===== config.mk =====
export PLATFORM = sky130hd
export DESIGN_NAME = cwmc_top
export DESIGN_NICKNAME = d
export VERILOG_FILES = /design/src/cwmc_pkg.sv /design/src/cwmc_top.sv
export SDC_FILE = /design/constraint.sdc
export NUM_CORES = 2
export LEC_CHECK = 0
export BUFFER_PORTS_ARGS = -buffer_cell sky130_fd_sc_hd__buf_4
export CORE_MARGIN = 10
export CORE_UTILIZATION = 50
export CTS_BUF_LIST = sky130_fd_sc_hd__clkbuf_4
export DETAILED_ROUTE_END_ITERATION = 16
export HOLD_SLACK_MARGIN = 0.12
export PLACE_DENSITY = 0.66
export SKIP_LAST_GASP = 1
export SLEW_MARGIN = 20
export SYNTH_ARGS = -nofsm -noshare
export SYNTH_HDL_FRONTEND = slang
export SYNTH_SLANG_ARGS = --single-unit

===== constraint.sdc =====
create_clock -name sys_clk_i -period 93.8 [get_ports sys_clk_i]
set_input_delay 23.45 -clock sys_clk_i [delete_from_list [all_inputs] [get_ports sys_clk_i]]
set_output_delay 23.45 -clock sys_clk_i [all_outputs]
set_load 0.005 [all_outputs]

===== src/cwmc_pkg.sv =====
`default_nettype none
package cwmc_pkg;
  // register byte offsets
  localparam logic [7:0] OFS_CTRL = 8'h00;
  localparam logic [7:0] OFS_STAT = 8'h04;
  localparam logic [7:0] OFS_TIMER = 8'h08;
  localparam logic [7:0] OFS_TSTAMP = 8'h0c;
  localparam logic [7:0] OFS_TXID0 = 8'h10;
  localparam logic [7:0] OFS_TXCMD = 8'h1c;
  localparam logic [7:0] OFS_RXCTL = 8'h20;
  localparam logic [7:0] OFS_RXID0 = 8'h24;
  localparam logic [7:0] OFS_RXINFO0 = 8'h28;
  localparam logic [7:0] OFS_RXID1 = 8'h2c;
  localparam logic [7:0] OFS_RXINFO1 = 8'h30;
  localparam logic [7:0] OFS_FSEL = 8'h34;
  localparam logic [7:0] OFS_FID = 8'h38;
  localparam logic [7:0] OFS_FMASK = 8'h3c;
  localparam logic [7:0] OFS_FEN = 8'h40;
  localparam logic [7:0] OFS_FASSIGN = 8'h44;
  localparam logic [7:0] OFS_BITCFG = 8'h48;
  // control register field positions
  localparam int unsigned CTRL_INIT_BIT = 0;
  localparam int unsigned CTRL_SLEEP_BIT = 1;
  localparam int unsigned CTRL_AWU_BIT = 2;
  localparam int unsigned CTRL_TTC_BIT = 3;
  localparam int unsigned CTRL_TXFIFO_BIT = 4;
  localparam int unsigned CTRL_TSINS_BIT = 5;
  localparam logic [5:0] CTRL_RESET = 6'h02;
  // status register field positions
  localparam int unsigned STAT_INIT_BIT = 0;
  localparam int unsigned STAT_SLEEP_BIT = 1;
  localparam int unsigned STAT_BUSY_BIT = 2;
  localparam int unsigned STAT_TXACT_BIT = 3;
  // capabilities
  localparam int unsigned NUM_MB = 3;
  localparam int unsigned NUM_FIFO = 2;
  localparam int unsigned FIFO_DEPTH = 3;
  localparam int unsigned NUM_FILT = 28;
  localparam logic [6:0] MAX_FD_BYTES = 7'h40;
  localparam logic [6:0] MAX_CL_BYTES = 7'h08;
  // bit rate limits
  localparam int unsigned CLK_HZ = 20_000_000;
  localparam int unsigned CLASSIC_MAX_BPS = 1_000_000;
  localparam int unsigned FD_MAX_BPS = 6_000_000;
  localparam logic [7:0] MIN_NOM_CLKS = 8'((CLK_HZ + CLASSIC_MAX_BPS - 1) / CLASSIC_MAX_BPS);
  localparam logic [7:0] MIN_DATA_CLKS = 8'((CLK_HZ + FD_MAX_BPS - 1) / FD_MAX_BPS);
  localparam logic [23:0] BITCFG_RESET = 24'h001414;
  typedef enum logic [1:0] {MODE_SLEEP, MODE_INIT, MODE_NORMAL} cwmc_mode_t;
  typedef struct packed {
    logic [28:0] id;
    logic fdf;
    logic [3:0] dlc;
  } cwmc_rx_frame_t;
  typedef struct packed {
    logic [28:0] id;
    logic [1:0] mbox;
    logic no_retx;
    logic ts_insert;
  } cwmc_tx_req_t;
  typedef struct packed {
    logic [28:0] id;
    logic [6:0] len;
    logic [15:0] stamp;
  } cwmc_rx_entry_t;
endpackage
`default_nettype wire


===== src/cwmc_top.sv =====
// Behaviour
// - come up in sleep after reset
// - sleep stops the controller clock
// - sleep request enters sleep, sets flag
// - auto wakeup on bus activity leaves sleep
// - clearing sleep request leaves sleep
// - sleep to init on init request
// - sleep to normal when both cleared
// - init request enters init, sets flag
// - init to sleep on sleep request
// - init to normal when both cleared
// - three mailboxes with transmit scheduler
// - two hardware FIFOs, three messages each
// - 28 filter banks accept or discard
// - FD frames up to 64 bytes
// - bit rate limits 1 and 6 Mbit/s
// - no automatic retransmit in time-triggered mode
// - 16-bit timer stamps every SOF
// - timestamp into last two bytes in time-triggered mode
// - transmitter delay compensation for data phase
// - finish frame before normal to sleep
// - finish frame before normal to init
`default_nettype none
module cwmc_top
  import cwmc_pkg::*;
(
  input wire logic sys_clk_i,
  input wire logic rst_i,
  input wire logic [7:0] addr_i,
  input wire logic [31:0] wdata_i,
  input wire logic wr_i,
  input wire logic rd_i,
  output logic [31:0] rdata_o,
  input wire logic can_rx_i,
  input wire logic eng_busy_i,
  input wire logic rx_sof_i,
  input wire logic tx_sof_i,
  input wire logic rx_valid_i,
  input wire cwmc_rx_frame_t rx_frame_i,
  input wire logic tx_done_i,
  input wire logic tx_fail_i,
  output logic tx_req_valid_o,
  output cwmc_tx_req_t tx_req_o,
  output logic [15:0] tx_stamp_o,
  output logic core_clk_en_o,
  output logic [7:0] nom_bit_clks_o,
  output logic [7:0] data_bit_clks_o,
  output logic [7:0] tdc_offset_o
);
  // control and mode state
  logic [5:0] ctrl_reg;
  cwmc_mode_t mode_reg;
  logic init_request, sleep_request, auto_wakeup_enable;
  logic ttc_en, tx_fifo_order, ts_insert_en;
  // bus pin synchroniser and activity edge
  logic rx_meta_reg, rx_sync_reg, rx_prev_reg;
  logic bus_activity;
  // timer and captured stamps
  logic [15:0] timer_reg, rx_stamp_reg, tx_stamp_reg;
  // mailboxes
  logic [28:0] mb_id_reg [NUM_MB];
  logic [1:0] mb_age_reg [NUM_MB];
  logic [NUM_MB-1:0] mb_pend_reg;
  logic tx_active_reg;
  cwmc_tx_req_t tx_req_reg;
  logic [1:0] best_mb;
  logic any_pend;
  // filters and fifos
  logic [28:0] f_id_reg [NUM_FILT];
  logic [28:0] f_mask_reg [NUM_FILT];
  logic [NUM_FILT-1:0] f_en_reg, f_assign_reg, f_hit;
  logic [4:0] f_sel_reg;
  logic rx_accept, rx_fifo;
  cwmc_rx_entry_t fifo_mem [NUM_FIFO][FIFO_DEPTH];
  logic [1:0] fifo_rd_reg [NUM_FIFO];
  logic [1:0] fifo_cnt_reg [NUM_FIFO];
  logic [NUM_FIFO-1:0] fifo_pop, fifo_push;
  // bit timing configuration
  logic [23:0] bitcfg_reg;
  logic [31:0] rdata_reg, rdata_next;
  logic wr_ctrl, cfg_ok;

  assign init_request = ctrl_reg[CTRL_INIT_BIT];
  assign sleep_request = ctrl_reg[CTRL_SLEEP_BIT];
  assign auto_wakeup_enable = ctrl_reg[CTRL_AWU_BIT];
  assign ttc_en = ctrl_reg[CTRL_TTC_BIT];
  assign tx_fifo_order = ctrl_reg[CTRL_TXFIFO_BIT];
  assign ts_insert_en = ctrl_reg[CTRL_TSINS_BIT];
  assign wr_ctrl = wr_i && (addr_i == OFS_CTRL);
  // configuration writes only land in init mode
  assign cfg_ok = (mode_reg == MODE_INIT);

  // stopped clock for the protocol core while asleep
  assign core_clk_en_o = (mode_reg != MODE_SLEEP);

  // two-flop synchroniser on the bus pin; the second stage and a delayed copy of it are looked at
  always_ff @(posedge sys_clk_i or posedge rst_i) begin
    if (rst_i) begin
      rx_meta_reg <= 1'b1;
      rx_sync_reg <= 1'b1;
      rx_prev_reg <= 1'b1;
    end else begin
      rx_meta_reg <= can_rx_i;
      rx_sync_reg <= rx_meta_reg;
      rx_prev_reg <= rx_sync_reg;
    end
  end
  // a dominant edge counts as bus activity
  assign bus_activity = rx_prev_reg && !rx_sync_reg;

  // control register; software write wins over hardware wake clear
  always_ff @(posedge sys_clk_i or posedge rst_i) begin
    if (rst_i) begin
      ctrl_reg <= CTRL_RESET;
    end else if (wr_ctrl) begin
      ctrl_reg <= wdata_i[5:0];
    end else if (mode_reg == MODE_SLEEP && auto_wakeup_enable && bus_activity) begin
      ctrl_reg[CTRL_SLEEP_BIT] <= 1'b0;
    end
  end

  // working mode machine
  always_ff @(posedge sys_clk_i or posedge rst_i) begin
    if (rst_i) begin
      mode_reg <= MODE_SLEEP;
    end else begin
      case (mode_reg)
        MODE_SLEEP: begin
          if (auto_wakeup_enable && bus_activity) begin
            mode_reg <= init_request ? MODE_INIT : MODE_NORMAL;
          end else if (!sleep_request) begin
            mode_reg <= init_request ? MODE_INIT : MODE_NORMAL;
          end
        end
        MODE_INIT: begin
          if (!init_request) begin
            mode_reg <= sleep_request ? MODE_SLEEP : MODE_NORMAL;
          end
        end
        MODE_NORMAL: begin
          // init has priority; both wait for the current frame to end
          if (init_request && !eng_busy_i) begin
            mode_reg <= MODE_INIT;
          end else if (sleep_request && !eng_busy_i) begin
            mode_reg <= MODE_SLEEP;
          end
        end
        default: begin
          mode_reg <= MODE_SLEEP;
        end
      endcase
    end
  end

  // free-running timer and start-of-frame capture
  always_ff @(posedge sys_clk_i or posedge rst_i) begin
    if (rst_i) begin
      timer_reg <= 16'h0000;
      rx_stamp_reg <= 16'h0000;
      tx_stamp_reg <= 16'h0000;
    end else begin
      timer_reg <= timer_reg + 16'h0001;
      if (rx_sof_i) begin
        rx_stamp_reg <= timer_reg;
      end
      if (tx_sof_i) begin
        tx_stamp_reg <= timer_reg;
      end
    end
  end
  // engine puts this stamp into the last two bytes when asked
  assign tx_stamp_o = tx_stamp_reg;

  // scheduler: lowest identifier, or oldest when in fifo order
  always_comb begin
    best_mb = 2'd0;
    any_pend = 1'b0;
    for (int i = 0; i < NUM_MB; i++) begin
      if (mb_pend_reg[i]) begin
        if (!any_pend) begin
          best_mb = 2'(i);
        end else if (tx_fifo_order ? (mb_age_reg[i] > mb_age_reg[best_mb]) : (mb_id_reg[i] < mb_id_reg[best_mb])) begin
          best_mb = 2'(i);
        end
        any_pend = 1'b1;
      end
    end
  end

  // mailbox contents, pending bits and ages
  always_ff @(posedge sys_clk_i or posedge rst_i) begin
    if (rst_i) begin
      mb_pend_reg <= '0;
      for (int i = 0; i < NUM_MB; i++) begin
        mb_id_reg[i] <= 29'h0;
        mb_age_reg[i] <= 2'd0;
      end
    end else begin
      for (int i = 0; i < NUM_MB; i++) begin
        // id may only change while the mailbox is empty
        if (wr_i && addr_i == OFS_TXID0 + 8'(4 * i) && !mb_pend_reg[i]) begin
          mb_id_reg[i] <= wdata_i[28:0];
        end
        if (wr_i && addr_i == OFS_TXCMD && wdata_i[i] && !mb_pend_reg[i]) begin
          mb_pend_reg[i] <= 1'b1;
          mb_age_reg[i] <= 2'd0;
        end else if (wr_i && addr_i == OFS_TXCMD && |wdata_i[NUM_MB-1:0] && mb_age_reg[i] != 2'd3) begin
          mb_age_reg[i] <= mb_age_reg[i] + 2'd1;
        end
        if (tx_active_reg && tx_req_reg.mbox == 2'(i)) begin
          if (tx_done_i || (tx_fail_i && tx_req_reg.no_retx)) begin
            mb_pend_reg[i] <= 1'b0;
          end
        end
      end
    end
  end

  // hand one mailbox at a time to the protocol engine
  always_ff @(posedge sys_clk_i or posedge rst_i) begin
    if (rst_i) begin
      tx_active_reg <= 1'b0;
      tx_req_reg <= '0;
    end else if (tx_active_reg) begin
      if (tx_done_i || tx_fail_i) begin
        tx_active_reg <= 1'b0;
      end
    end else if (mode_reg == MODE_NORMAL && !init_request && !sleep_request && any_pend && !eng_busy_i) begin
      tx_active_reg <= 1'b1;
      tx_req_reg.id <= mb_id_reg[best_mb];
      tx_req_reg.mbox <= best_mb;
      tx_req_reg.no_retx <= ttc_en;
      tx_req_reg.ts_insert <= ttc_en && ts_insert_en;
    end
  end
  assign tx_req_valid_o = tx_active_reg;
  assign tx_req_o = tx_req_reg;

  // filter bank match, one comparator per bank
  genvar g;
  generate
    for (g = 0; g < NUM_FILT; g++) begin : g_filt
      assign f_hit[g] = f_en_reg[g] && (((rx_frame_i.id ^ f_id_reg[g]) & f_mask_reg[g]) == 29'h0);
    end
  endgenerate

  // lowest matching bank picks the fifo; no match discards
  always_comb begin
    rx_accept = 1'b0;
    rx_fifo = 1'b0;
    for (int i = NUM_FILT - 1; i >= 0; i--) begin
      if (f_hit[i]) begin
        rx_accept = 1'b1;
        rx_fifo = f_assign_reg[i];
      end
    end
  end

  // filter configuration, writable only in init mode
  always_ff @(posedge sys_clk_i or posedge rst_i) begin
    if (rst_i) begin
      f_sel_reg <= 5'd0;
      f_en_reg <= '0;
      f_assign_reg <= '0;
      for (int i = 0; i < NUM_FILT; i++) begin
        f_id_reg[i] <= 29'h0;
        f_mask_reg[i] <= 29'h0;
      end
    end else if (wr_i && cfg_ok) begin
      if (addr_i == OFS_FSEL && wdata_i[4:0] < 5'(NUM_FILT)) begin
        f_sel_reg <= wdata_i[4:0];
      end
      if (addr_i == OFS_FID) begin
        f_id_reg[f_sel_reg] <= wdata_i[28:0];
      end
      if (addr_i == OFS_FMASK) begin
        f_mask_reg[f_sel_reg] <= wdata_i[28:0];
      end
      if (addr_i == OFS_FEN) begin
        f_en_reg <= wdata_i[NUM_FILT-1:0];
      end
      if (addr_i == OFS_FASSIGN) begin
        f_assign_reg <= wdata_i[NUM_FILT-1:0];
      end
    end
  end

  // data length code to payload bytes; classical frames stop at eight
  function automatic logic [6:0] dlc_bytes(input logic fdf, input logic [3:0] dlc);
    logic [6:0] n;
    n = MAX_CL_BYTES;
    if (dlc <= 4'h8) begin
      n = {3'b000, dlc};
    end else if (fdf) begin
      case (dlc)
        4'h9: n = 7'h0c;
        4'ha: n = 7'h10;
        4'hb: n = 7'h14;
        4'hc: n = 7'h18;
        4'hd: n = 7'h20;
        4'he: n = 7'h30;
        default: n = MAX_FD_BYTES;
      endcase
    end
    return n;
  endfunction

  // push on accepted frames in normal mode, pop on software release
  always_comb begin
    for (int f = 0; f < NUM_FIFO; f++) begin
      fifo_pop[f] = wr_i && addr_i == OFS_RXCTL && wdata_i[f] && fifo_cnt_reg[f] != 2'd0;
      fifo_push[f] = rx_valid_i && rx_accept && rx_fifo == 1'(f) && mode_reg == MODE_NORMAL;
    end
  end

  // three-entry circular fifos; a full fifo drops the new frame
  always_ff @(posedge sys_clk_i or posedge rst_i) begin
    if (rst_i) begin
      for (int f = 0; f < NUM_FIFO; f++) begin
        fifo_rd_reg[f] <= 2'd0;
        fifo_cnt_reg[f] <= 2'd0;
        for (int e = 0; e < FIFO_DEPTH; e++) begin
          fifo_mem[f][e] <= '0;
        end
      end
    end else begin
      for (int f = 0; f < NUM_FIFO; f++) begin
        // a pop frees room for a push in the same cycle
        if (fifo_push[f] && (fifo_cnt_reg[f] != 2'(FIFO_DEPTH) || fifo_pop[f])) begin
          // three-bit sum so pointer plus count cannot wrap before the modulo
          fifo_mem[f][2'((3'(fifo_rd_reg[f]) + 3'(fifo_cnt_reg[f])) % 3'(FIFO_DEPTH))] <=
            '{id: rx_frame_i.id, len: dlc_bytes(rx_frame_i.fdf, rx_frame_i.dlc), stamp: rx_stamp_reg};
          if (!fifo_pop[f]) begin
            fifo_cnt_reg[f] <= fifo_cnt_reg[f] + 2'd1;
          end
        end else if (fifo_pop[f]) begin
          fifo_cnt_reg[f] <= fifo_cnt_reg[f] - 2'd1;
        end
        if (fifo_pop[f]) begin
          fifo_rd_reg[f] <= (fifo_rd_reg[f] == 2'(FIFO_DEPTH - 1)) ? 2'd0 : fifo_rd_reg[f] + 2'd1;
        end
      end
    end
  end

  // bit timing: clocks per bit clamped to the rate limits
  always_ff @(posedge sys_clk_i or posedge rst_i) begin
    if (rst_i) begin
      bitcfg_reg <= BITCFG_RESET;
    end else if (wr_i && cfg_ok && addr_i == OFS_BITCFG) begin
      bitcfg_reg[7:0] <= (wdata_i[7:0] < MIN_NOM_CLKS) ? MIN_NOM_CLKS : wdata_i[7:0];
      bitcfg_reg[15:8] <= (wdata_i[15:8] < MIN_DATA_CLKS) ? MIN_DATA_CLKS : wdata_i[15:8];
      bitcfg_reg[23:16] <= wdata_i[23:16];
    end
  end
  assign nom_bit_clks_o = bitcfg_reg[7:0];
  assign data_bit_clks_o = bitcfg_reg[15:8];
  // secondary sample point offset for the fd data phase
  assign tdc_offset_o = bitcfg_reg[23:16];

  // read mux; unmapped addresses read zero
  always_comb begin
    rdata_next = 32'h0;
    case (addr_i)
      OFS_CTRL: rdata_next = {26'h0, ctrl_reg};
      OFS_STAT: begin
        rdata_next[STAT_INIT_BIT] = (mode_reg == MODE_INIT);
        rdata_next[STAT_SLEEP_BIT] = (mode_reg == MODE_SLEEP);
        rdata_next[STAT_BUSY_BIT] = eng_busy_i;
        rdata_next[STAT_TXACT_BIT] = tx_active_reg;
      end
      OFS_TIMER: rdata_next = {16'h0, timer_reg};
      OFS_TSTAMP: rdata_next = {tx_stamp_reg, rx_stamp_reg};
      OFS_TXID0: rdata_next = {3'h0, mb_id_reg[0]};
      OFS_TXID0 + 8'h04: rdata_next = {3'h0, mb_id_reg[1]};
      OFS_TXID0 + 8'h08: rdata_next = {3'h0, mb_id_reg[2]};
      OFS_TXCMD: rdata_next = {29'h0, mb_pend_reg};
      OFS_RXCTL: rdata_next = {26'h0, fifo_cnt_reg[1], 2'b00, fifo_cnt_reg[0]};
      OFS_RXID0: rdata_next = {3'h0, fifo_mem[0][fifo_rd_reg[0]].id};
      OFS_RXINFO0: rdata_next = {9'h0, fifo_mem[0][fifo_rd_reg[0]].len, fifo_mem[0][fifo_rd_reg[0]].stamp};
      OFS_RXID1: rdata_next = {3'h0, fifo_mem[1][fifo_rd_reg[1]].id};
      OFS_RXINFO1: rdata_next = {9'h0, fifo_mem[1][fifo_rd_reg[1]].len, fifo_mem[1][fifo_rd_reg[1]].stamp};
      OFS_FSEL: rdata_next = {27'h0, f_sel_reg};
      OFS_FEN: rdata_next = {4'h0, f_en_reg};
      OFS_FASSIGN: rdata_next = {4'h0, f_assign_reg};
      OFS_BITCFG: rdata_next = {8'h0, bitcfg_reg};
      default: rdata_next = 32'h0;
    endcase
  end

  // read data stands only in the cycle after the strobe
  always_ff @(posedge sys_clk_i or posedge rst_i) begin
    if (rst_i) begin
      rdata_reg <= 32'h0;
    end else begin
      rdata_reg <= rd_i ? rdata_next : 32'h0;
    end
  end
  assign rdata_o = rdata_reg;
endmodule
`default_nettype wire


==> run summary <==
run status: complete, no violations
per-cell routed wire length: 30.97 um
Critical Path RT: 95.13 ns
Slew headroom: 14.23%
# hold bufs at CTS: 0
Critical Path End Type: flop
Post-Route WL: 369.2 mm
post-synthesis net count: 8457
final slew viol count: 0
sum of negative setup slack: 0 ns
peak supply drop: 0.01714 mV
vias per inst: 6.404
core area: 212500 sq um
Tightest Pin Transition: 1.277 ns
Syn Area/Cell: 12.90 sq um
GRT Residual Overflow: 0
final setup fails: 0
number of buffers created by CTS: 611
Synth Instances: 8302
Pleak: 0.05973 uW
post-route insts no fill: 11920
Die Span Y: 482.8 um
TritonCTS clock tree: yes
detailed-route DRC error count: 0
Detailed Place HPWL: 224.8 mm
die area: 233100 sq um
share of Yosys cell area claimed by the top area cell type: 52.39%
WP data arrival: 30.33 ns
ranking of synthesized cells by area: dfrtp_1, mux2_2, xor2_1, a22oi_1, mux2_4
Clk Latency, worst-skew pair: 1.48 ns
total global-route track usage: 31.10%
largest net degree at the start of global routing: 168
DRT antenna net count: 0
Setup Skew: 0.1045 ns
drt initial violations: 8135
gpl congestion: 0.9306
worst hold path type: flop to flop
count of state elements after synthesis: 2250
final hold vios: 0
num ports: 192
Area Overhead vs Synth: 10.50%
Synth cell types: 75
yosys warns: 0
FFs w/ async S/R, synth: 100.0%
period utilisation layout: 30.92%
CTS resizes: 0
Final min period: 29.00 ns
Initial DRT Pass Iterations: 6
vias in the first global route: 77670
nets: 8833
Clock Sinks: 2250
Top FF cell, synth: dfrtp_1
Hold Worst Slack: 0.3464 ns
crit start category: input port
PwrDens: 17.29 nW/um^2
die boundary width: 482.8 um
Post-CTS Setup Bufs: 0
synthesized area: 107100 sq um
# placed instances: 10880
initial antenna violation count: 29
Worst-path clk slew: 0.07 ns
IO Port Bufs: 188
RSZ-0062 raised after global routing: no
post-synth top area cell: dfrtp_1
Fmax: 0.03448 GHz
critical-path maximum fanout: 36
maxcap violations: 0
CTS root buf: clkbuf_4
fraction of layout cells with a size suffix above 1: 38.01%
first-pass GRT wire length: 533.9 mm
sequential element share of the synthesized area: 52.59%
H-Tree Depth: 6
Max Root-Sink Buffers: 4
EDFF count, synth: 0
standard-cell rows: 169
Vias: 76330
Crit Path Category: input port to flop
Initial Util: 50.39%
[worst max-delay path, cell delays in order]
cell	delay (ns)
buf_4	0.73
buf_4	0.57
xor2_1	0.27
a22oi_1	0.10
nand4_1	0.14
nor4_1	0.09
buf_4	0.16
nor4_2	0.86
o311ai_1	0.53
or4b_1	0.91
o211a_1	0.39
o21ai_2	0.21
or3_4	0.53
buf_4	0.79
mux2_2	0.41
[synthesized netlist by cell type (42+ instances only)]
master    count
a21oi_1     104
a221oi_1     58
a22oi_1     766
buf_1        80
buf_2        42
buf_4        51
buf_6        61
clkbuf_1    396
dfrtp_1    2242
ha_1         68
inv_1        48
mux2_1       59
mux2_2     1923
mux2_4      100
mux2i_1     143
nand2_1     283
nand3_1      42
nand4_1     231
nor2_1      163
nor3_1       49
nor4_1       61
o21ai_0     137
o22ai_1      62
xor2_1      818
[per-layer routing]
| metal | share of wire, % | track usage, % | up-vias |
|---|---|---|---|
| li1 | - | - | 31570 |
| met5 | 0.019 | 0 | - |
| met2 | 43 | 46.13 | 3902 |
| met3 | 10 | 7.987 | 937 |
| met1 | 41 | 42.34 | 39910 |
| met4 | 5.5 | 15.65 | 10 |
[power breakdown]
part / internal (uW) / leakage [uW] / total [uW] / switching [uW]
logic: 48.0 / 0.0240 / 170 / 122
registers: 981 / 0.0312 / 995 / 14.3
clock network: 467 / 0.00454 / 880 / 413
[logic make-up after synthesis]
kind of cell | Yosys count | synth area share [%]
multiplexers | 2225 | 23.58
adder cells (fa/ha/maj) | 70 | 0.8319
flip-flops | 2250 | 52.59
AND/OR/NAND/NOR | 946 | 4.445
XOR/XNOR | 832 | 6.805
AO/OA/AOI/OAI | 1301 | 8.714
buffers and inverters | 678 | 3.032
[layout by cell type (no fill, tap or decap), types with 23 or more instances in the layout]
cell / Yosys / final
mux2_4: 100 / 100
a31oi_1: 30 / 30
nand3_1: 42 / 42
a221oi_1: 58 / 58
o22ai_1: 62 / 62
a222oi_1: 23 / 23
a21o_1: 23 / 23
o21ai_0: 137 / 137
a221o_1: 28 / 28
a21oi_1: 104 / 104
inv_1: 48 / 46
ha_1: 68 / 68
nor3_1: 49 / 49
mux2_2: 1923 / 1923
buf_4: 51 / 385
diode_2: 0 / 26
clkinv_1: 0 / 54
nor4_1: 61 / 56
mux2_1: 59 / 59
mux2i_1: 143 / 143
and3_1: 30 / 29
dfrtp_1: 2242 / 2238
nor2_2: 0 / 26
xor2_1: 818 / 818
a22oi_1: 766 / 766
nor2_1: 163 / 132
nand2_1: 283 / 281
clkbuf_4: 0 / 927
nand4_1: 231 / 231
[area by class of cell]
type,count,area [sq um]
fill,17890,94190
antenna,26,65.06
clock buffer,927,6959
sequential,2250,56320
tap,2821,3530
clock inverter,80,514.2
timing repair buffer,393,3017
multi-input combinational,5374,47730
inverter,48,188.9
[through the flow]
| stage | total power, uW | worst slack (ns) | util (%) | cell area [sq um] |
|---|---|---|---|---|
| global placement | 1178 | 63.61 | 52.10 | 110700 |
| global route | 2124 | 65.05 | 55.66 | 118300 |
| finish | 2045 | 64.80 | 55.68 | 118300 |
| CTS | 2056 | 65.06 | 55.62 | 118200 |
| detailed placement | 1180 | 63.54 | 52.10 | 110700 |
| floorplan | 1105 | 6.787 | - | 107100 |
[worst paths after layout]
path,start,to,slack (ns),depth (start not counted)
setup / recovery,rx_frame_i[5],fifo_mem[309],64.80,15
hold / removal,rx_meta_reg,rx_sync_reg,0.35,0
setup reg to reg,mb_id_reg[70],tx_req_o[22],87.11,21
hold reg to reg,rx_meta_reg,rx_sync_reg,0.35,0
max in group asynchronous,rst_i,fifo_rd_reg[0],67.51,7
min in group asynchronous,rst_i,f_mask_reg[227],22.11,2
(Power assumes the default switching activity.)
